===== config.mk =====
export PLATFORM = sky130hd
export DESIGN_NAME = loop_compensation_config_reg
export DESIGN_NICKNAME = d
export VERILOG_FILES = /design/src/logic/loop_comp_pkg.sv /design/src/logic/loop_compensation_config_reg.sv
export SDC_FILE = /design/constraint.sdc
export NUM_CORES = 1
export LEC_CHECK = 0
export ABC_AREA = 1
export ABC_CLOCK_PERIOD_IN_PS = 9160
export BUFFER_PORTS_ARGS = -buffer_cell sky130_fd_sc_hd__buf_2
export CAP_MARGIN = 10
export CORE_ASPECT_RATIO = 1.4
export CORE_MARGIN = 2
export CORE_UTILIZATION = 58
export CTS_CLUSTER_SIZE = 14
export DETAILED_ROUTE_END_ITERATION = 7
export PLACE_DENSITY = 0.81
export SYNTH_ARGS = -nofsm -noshare
export SYNTH_HDL_FRONTEND = slang
export SYNTH_SLANG_ARGS = --single-unit

===== constraint.sdc =====
create_clock -name I_MCLK -period 9.16 [get_ports I_MCLK]
set_clock_uncertainty 0.2 [all_clocks]
set_input_delay 2.748 -clock I_MCLK [delete_from_list [all_inputs] [get_ports I_MCLK]]
set_output_delay 2.748 -clock I_MCLK [all_outputs]
set_load 0.01 [all_outputs]

===== src/logic/loop_comp_pkg.sv =====
// Constants for the loop compensation configuration register
`default_nettype none
package loop_comp_pkg;
	localparam logic [7:0] CMD_LOOP_COMP    = 8'hB1;
	localparam logic [7:0] CMD_STORE_ALL    = 8'h15;
	localparam logic [7:0] CMD_RESTORE_ALL  = 8'h16;
	localparam int         REG_W            = 40;
	localparam logic [7:0] PAYLOAD_BYTES    = 8'h05;
	localparam logic [2:0] LAST_BYTE_IDX    = 3'h5;
	localparam logic [7:0] RD_FILL          = 8'hFF;
	localparam int CZI_LO_MSB = 39;
	localparam int CZI_LO_LSB = 38;
	localparam int CPI_MSB    = 37;
	localparam int CPI_LSB    = 33;
	localparam int CZI_MUL    = 32;
	localparam int RVI_MSB    = 31;
	localparam int RVI_LSB    = 26;
	localparam int CZI_HI_MSB = 25;
	localparam int CZI_HI_LSB = 24;
	localparam int CZV_LO_MSB = 23;
	localparam int CZV_LO_LSB = 22;
	localparam int CPV_MSB    = 21;
	localparam int CPV_LSB    = 17;
	localparam int RVV_MSB    = 15;
	localparam int RVV_LSB    = 10;
	localparam int CZV_HI_MSB = 9;
	localparam int CZV_HI_LSB = 8;
	localparam int GMV_MSB    = 5;
	localparam int GMV_LSB    = 4;
	localparam int GMI_MSB    = 1;
	localparam int GMI_LSB    = 0;
endpackage
`default_nettype wire


===== src/logic/loop_compensation_config_reg.sv =====
// Loop compensation configuration register with hardware update gating
`default_nettype none
module loop_compensation_config_reg
	import loop_comp_pkg::*;
(
	// Clock and reset
	input  wire logic        I_MCLK,
	input  wire logic        I_SYS_RST,
	// Decoded bus transaction
	input  wire logic [7:0]  i_CMD_CODE,
	input  wire logic        i_XFER_START,
	input  wire logic        i_WR_BYTE_VALID,
	input  wire logic [7:0]  i_WR_BYTE,
	input  wire logic        i_XFER_END,
	input  wire logic        i_RD_REQ,
	// Device state
	input  wire logic        i_CONV_EN,
	input  wire logic        i_ANALOG_SUPPLY_INPUT_UVLO,
	input  wire logic        i_NVM_LOAD_VALID,
	input  wire logic [39:0] i_NVM_LOAD_DATA,
	// Read answer and register status
	output logic [7:0]       o_RD_DATA,
	output logic             o_RD_VALID,
	output logic             o_WR_ERR,
	output logic             o_HW_PENDING,
	output logic [39:0]      o_REG_VALUE,
	// Control loop hardware
	output logic [3:0]       o_CUR_INTEG_CAP_SEL,
	output logic             o_CUR_INTEG_CAP_DOUBLER,
	output logic [4:0]       o_CUR_FILTER_CAP_SEL,
	output logic [5:0]       o_CUR_MIDBAND_RES_SEL,
	output logic [3:0]       o_VOLT_INTEG_CAP_SEL,
	output logic [4:0]       o_VOLT_FILTER_CAP_SEL,
	output logic [5:0]       o_VOLT_MIDBAND_RES_SEL,
	output logic [1:0]       o_VOLT_TRANSCOND_SEL,
	output logic [1:0]       o_CUR_TRANSCOND_SEL
);
	typedef struct packed {
		logic [REG_W-1:0] reg_val;
		logic [REG_W-1:0] hw_val;
		logic [REG_W-1:0] wbuf;
		logic [REG_W-1:0] rd_sh;
		logic [7:0]       wlen;
		logic [2:0]       widx;
		logic [2:0]       ridx;
		logic             wr_ovf;
		logic             pending;
		logic             stored;
		logic [7:0]       rd_data;
		logic             rd_valid;
		logic             wr_err;
	} state_s;

	state_s st;
	state_s next_st;
	logic   sel;

	assign sel = (i_CMD_CODE == CMD_LOOP_COMP);

	always_comb
	begin
		next_st          = st;
		next_st.rd_valid = 1'b0;
		next_st.wr_err   = 1'b0;
		if (i_XFER_START)
		begin
			next_st.widx   = 3'h0;
			next_st.ridx   = 3'h0;
			next_st.wr_ovf = 1'b0;
			next_st.rd_sh  = st.reg_val;
		end
		// Byte 0 is the block count, then payload low byte first
		if (i_WR_BYTE_VALID && sel)
		begin
			if (st.widx == 3'h0)
				next_st.wlen = i_WR_BYTE;
			else if (st.widx <= LAST_BYTE_IDX)
				next_st.wbuf = {i_WR_BYTE, st.wbuf[REG_W-1:8]};
			else
				next_st.wr_ovf = 1'b1;
			if (st.widx <= LAST_BYTE_IDX)
				next_st.widx = st.widx + 3'h1;
		end
		if (i_XFER_END && sel && (st.widx != 3'h0))
		begin
			if ((st.wlen == PAYLOAD_BYTES) && (st.widx == LAST_BYTE_IDX + 3'h1) && !st.wr_ovf)
			begin
				next_st.reg_val = st.wbuf;
				if (!i_CONV_EN)
				begin
					next_st.hw_val  = st.wbuf;
					next_st.pending = 1'b0;
				end
				else
				begin
					next_st.pending = 1'b1;
					next_st.stored  = 1'b0;
				end
			end
			else
				next_st.wr_err = 1'b1;
		end
		// Store then restore releases a blocked value
		if (i_XFER_END && (i_CMD_CODE == CMD_STORE_ALL) && st.pending)
			next_st.stored = 1'b1;
		if (i_XFER_END && (i_CMD_CODE == CMD_RESTORE_ALL) && st.pending && st.stored)
		begin
			next_st.hw_val  = st.reg_val;
			next_st.pending = 1'b0;
			next_st.stored  = 1'b0;
		end
		if (i_ANALOG_SUPPLY_INPUT_UVLO)
		begin
			next_st.hw_val  = next_st.reg_val;
			next_st.pending = 1'b0;
			next_st.stored  = 1'b0;
		end
		// Backup or strap load sets both copies
		if (i_NVM_LOAD_VALID)
		begin
			next_st.reg_val = i_NVM_LOAD_DATA;
			next_st.hw_val  = i_NVM_LOAD_DATA;
			next_st.pending = 1'b0;
			next_st.stored  = 1'b0;
		end
		// Block read: count byte, then payload low byte first
		if (i_RD_REQ && sel)
		begin
			next_st.rd_valid = 1'b1;
			if (st.ridx == 3'h0)
				next_st.rd_data = PAYLOAD_BYTES;
			else if (st.ridx <= LAST_BYTE_IDX)
			begin
				next_st.rd_data = st.rd_sh[7:0];
				next_st.rd_sh   = {8'h00, st.rd_sh[REG_W-1:8]};
			end
			else
				next_st.rd_data = RD_FILL;
			if (st.ridx <= LAST_BYTE_IDX)
				next_st.ridx = st.ridx + 3'h1;
		end
	end

	always_ff @(posedge I_MCLK or posedge I_SYS_RST)
	begin
		if (I_SYS_RST)
			st <= '0;
		else
			st <= next_st;
	end

	assign o_RD_DATA    = st.rd_data;
	assign o_RD_VALID   = st.rd_valid;
	assign o_WR_ERR     = st.wr_err;
	assign o_HW_PENDING = st.pending;
	assign o_REG_VALUE  = st.reg_val;
	// Field split of the applied copy
	assign o_CUR_INTEG_CAP_SEL = {st.hw_val[CZI_HI_MSB:CZI_HI_LSB],
		st.hw_val[CZI_LO_MSB:CZI_LO_LSB]};
	assign o_CUR_INTEG_CAP_DOUBLER = st.hw_val[CZI_MUL];
	assign o_CUR_FILTER_CAP_SEL    = st.hw_val[CPI_MSB:CPI_LSB];
	assign o_CUR_MIDBAND_RES_SEL   = st.hw_val[RVI_MSB:RVI_LSB];
	assign o_VOLT_INTEG_CAP_SEL = {st.hw_val[CZV_HI_MSB:CZV_HI_LSB],
		st.hw_val[CZV_LO_MSB:CZV_LO_LSB]};
	assign o_VOLT_FILTER_CAP_SEL  = st.hw_val[CPV_MSB:CPV_LSB];
	assign o_VOLT_MIDBAND_RES_SEL = st.hw_val[RVV_MSB:RVV_LSB];
	assign o_VOLT_TRANSCOND_SEL   = st.hw_val[GMV_MSB:GMV_LSB];
	assign o_CUR_TRANSCOND_SEL    = st.hw_val[GMI_MSB:GMI_LSB];
endmodule
`default_nettype wire

==> out/metrics.yaml <==
logic_synthesis:
  synthesis.area_um2: 10100
  yosysWarnings: 0
  synth_top_family_by_area: "simple AND/OR/NAND/NOR gates"
  synth.area.top_cells: "dfrtp_1, nand2_1, nand3_1, buf_4, o21ai_0"
  synth.top_cell.area_share_pct: 44.9
  synth_compound_area_share_pct: 8.00
  ys_seq_elements: 182
  synthesis.nets: 1446
  yosysTopAreaCell: "dfrtp_1"
  yosys.area_share.simple_pct: 32.3
  syn_area_per_cell_um2: 7.38
  synth_xor_area_share_pct: 0.173
  syn_inst: 1374
  ys_seq_area_share_pct: 44.9
  synth_fa_ha_area_share_pct: 0.864
  ys_types: 36
  synth_mux_area_share_pct: 0
timing:
  drv_slew: 0
  setup_slack_ps: 3660
  setup_violations: 0
  rsz0062_at_grt: "false"
  fmax_ghz: 0.182
  period_share_pct: 60.0
  max_slew_margin_pct: 23.9
  tns_ps: 0
  period_needed_ps: 5500
  hold_viol: 0
  worst_pin_slew_ps: 1140
detailed_routing:
  drt-total-wl_um: 25800
  via_count: 8878
  dr.pass1.iters: 6
  vias_per_cell: 5.40
  routedWlPerCell_um: 15.7
  ant_nets: 0
  drtIter0Drc: 1058
  drc: 0
placement:
  hpwl_um: 17400
  port_buffers: 150
  place_ws_ps: 2870
  gp_congestion: 0.855
floorplanning:
  die_y_um: 160
  die_x_um: 116
  fp-row-count: 57
  die_area_um2: 18600
  coreArea_um2: 17300
  initial_core_util_pct: 58.8
  pin_count: 151
cells_and_area:
  utilization_pct: 63.0
  area_growth_pct: 7.23
  final_cell_mix: "nand2_1, dfrtp_1, nand3_1"
  nets: 1467
  diodes: 0
  mostFrequentLayoutCell: "nand2_1"
  drive_above_1_share_pct: 16.3
critical_path:
  worst_ep_required_time_ps: 9290
  cp-start-kind: "primary input"
  worstPathMaxFanout: 68
  crit_path_end_kind: "register"
  critical_path_arrival_ps: 5630
  crit_type: "primary input to register"
global_routing:
  antenna_found_initial: 0
  grt_usage_pct: 28.6
  grt_pass1_wl_um: 41600
  grt_pass1_vias: 8344
  grt_max_degree: 103
  grt_overflow: 0
clock_tree:
  clockRootBuffer: "clkbuf_16"
  ctsHoldBuffers: 0
  clock_path_buffers: 2
  path_clk_slew_ps: 70
  cts_tree: "built"
  cts_made_buffers: 17
  clk_latency_ps: 440
  clkSinkCount: 182
  post_cts_buffers: 0
  cts_resized: 0
  h-tree-depth: 4
status:
  status: "completed"
power_and_ir_drop:
  powerDensity_nw_per_um2: 172
  p_total_mw: 1.87
  p_leak_nw: 6.12
  peakVddDrop_v: 0.0000964
flow_run:
  maxCapViolations: 0
hold_path:
  hold_path_class: "register to register"
==> stage by stage <==
stage          hold WS, ps  instances  instance area, µm²
2_1_floorplan          243       1374               10100
3_3_place_gp           260       1610               10300
3_5_place_dp           264       1610               10300
4_1_cts                283       1642               10800
5_1_grt                315       1644               10900
6_report               280       1644               10900
==> critical path, cell delays in order <==
cell and delay, ps:
buf_2 110, nand4_1 110, nor2_1 90, nand2_2 60, buf_4 530, nand2_1 180
inv_2 520, nand2_1 570, buf_8 330, or2_2 280, nand2_1 70, inv_1 40
==> cell usage after synthesis (all sizes together) <==
master and number:
a32o 1, nor4 1, nor3 2, dfrtp 182
ha 7, xnor2 2, o21ai 88, a211oi 1
nand3b 3, or2 33, a21oi 15, nand4 1
o22ai 2, nor2 106, buf 112, nand3 153
inv 110, a21boi 33, a2bb2oi 2, nand2 476
clkbuf 44
==> path summary, 6_finish.rpt <==
path	start	end	slack [ps]	cells past startpoint
worst max register to register	st[16]	o_VOLT_INTEG_CAP_SEL[1]	5290	11
worst min register to register	o_RD_DATA[1]	o_RD_DATA[1]	280	2
max in group asynchronous	I_SYS_RST	o_REG_VALUE[36]	4910	3
worst min-delay path	o_RD_DATA[1]	o_RD_DATA[1]	280	2
worst max-delay path	i_XFER_END	o_CUR_INTEG_CAP_SEL[0]	3660	12
min in group asynchronous	I_SYS_RST	st[14]	2250	2
==> cell type report <==
| cell class | count | area [µm²] |
|---|---|---|
| Inverter | 110 | 418 |
| Sequential cell | 182 | 4550 |
| Multi-Input combinational cell | 926 | 4190 |
| Fill cell | 1578 | 6390 |
| Clock buffer | 18 | 439 |
| Clock inverter | 14 | 141 |
| Timing Repair Buffer | 158 | 831 |
| Tap cell | 236 | 295 |
==> where the power goes <==
part / total (mW) / internal [mW] / switching [mW] / leakage, nW
registers: 0.899 / 0.857 / 0.0417 / 2.34
logic: 0.240 / 0.0893 / 0.150 / 3.50
clock network: 0.728 / 0.389 / 0.339 / 0.271
==> routing by layer <==
layer	share of wire (%)	up-vias	routed length [µm]	GRT usage, %
met3	7.0	72	1790	4.53
met4	3.5	0	914	11.1
li1	-	4261	-	-
met1	39	4174	10000	37.4
met2	51	371	13000	47.5
met5	0	-	0	0
==> registers in the layout, indices dropped and copies added (netlist names), named ones only <==
| register | count |
|---|---|
| o_CUR_MIDBAND_RES_SEL | 6 |
| o_HW_PENDING | 1 |
| o_CUR_FILTER_CAP_SEL | 5 |
| st | 96 |
| o_REG_VALUE | 35 |
| o_CUR_INTEG_CAP_SEL | 4 |
| o_VOLT_INTEG_CAP_SEL | 4 |
| o_RD_VALID | 1 |
| o_CUR_INTEG_CAP_DOUBLER | 1 |
| o_VOLT_FILTER_CAP_SEL | 5 |
| o_VOLT_MIDBAND_RES_SEL | 6 |
| o_CUR_TRANSCOND_SEL | 2 |
| o_RD_DATA | 8 |
| o_VOLT_TRANSCOND_SEL | 2 |
| o_WR_ERR | 1 |
==> cell families after synthesis <==
family | count (synthesis)
compound gates | 142
xor+xnor | 2
fa+ha+maj | 7
buf+inv | 266
flops | 182
simple gates | 775
No activity file was read; power rests on OpenSTA's default activity.
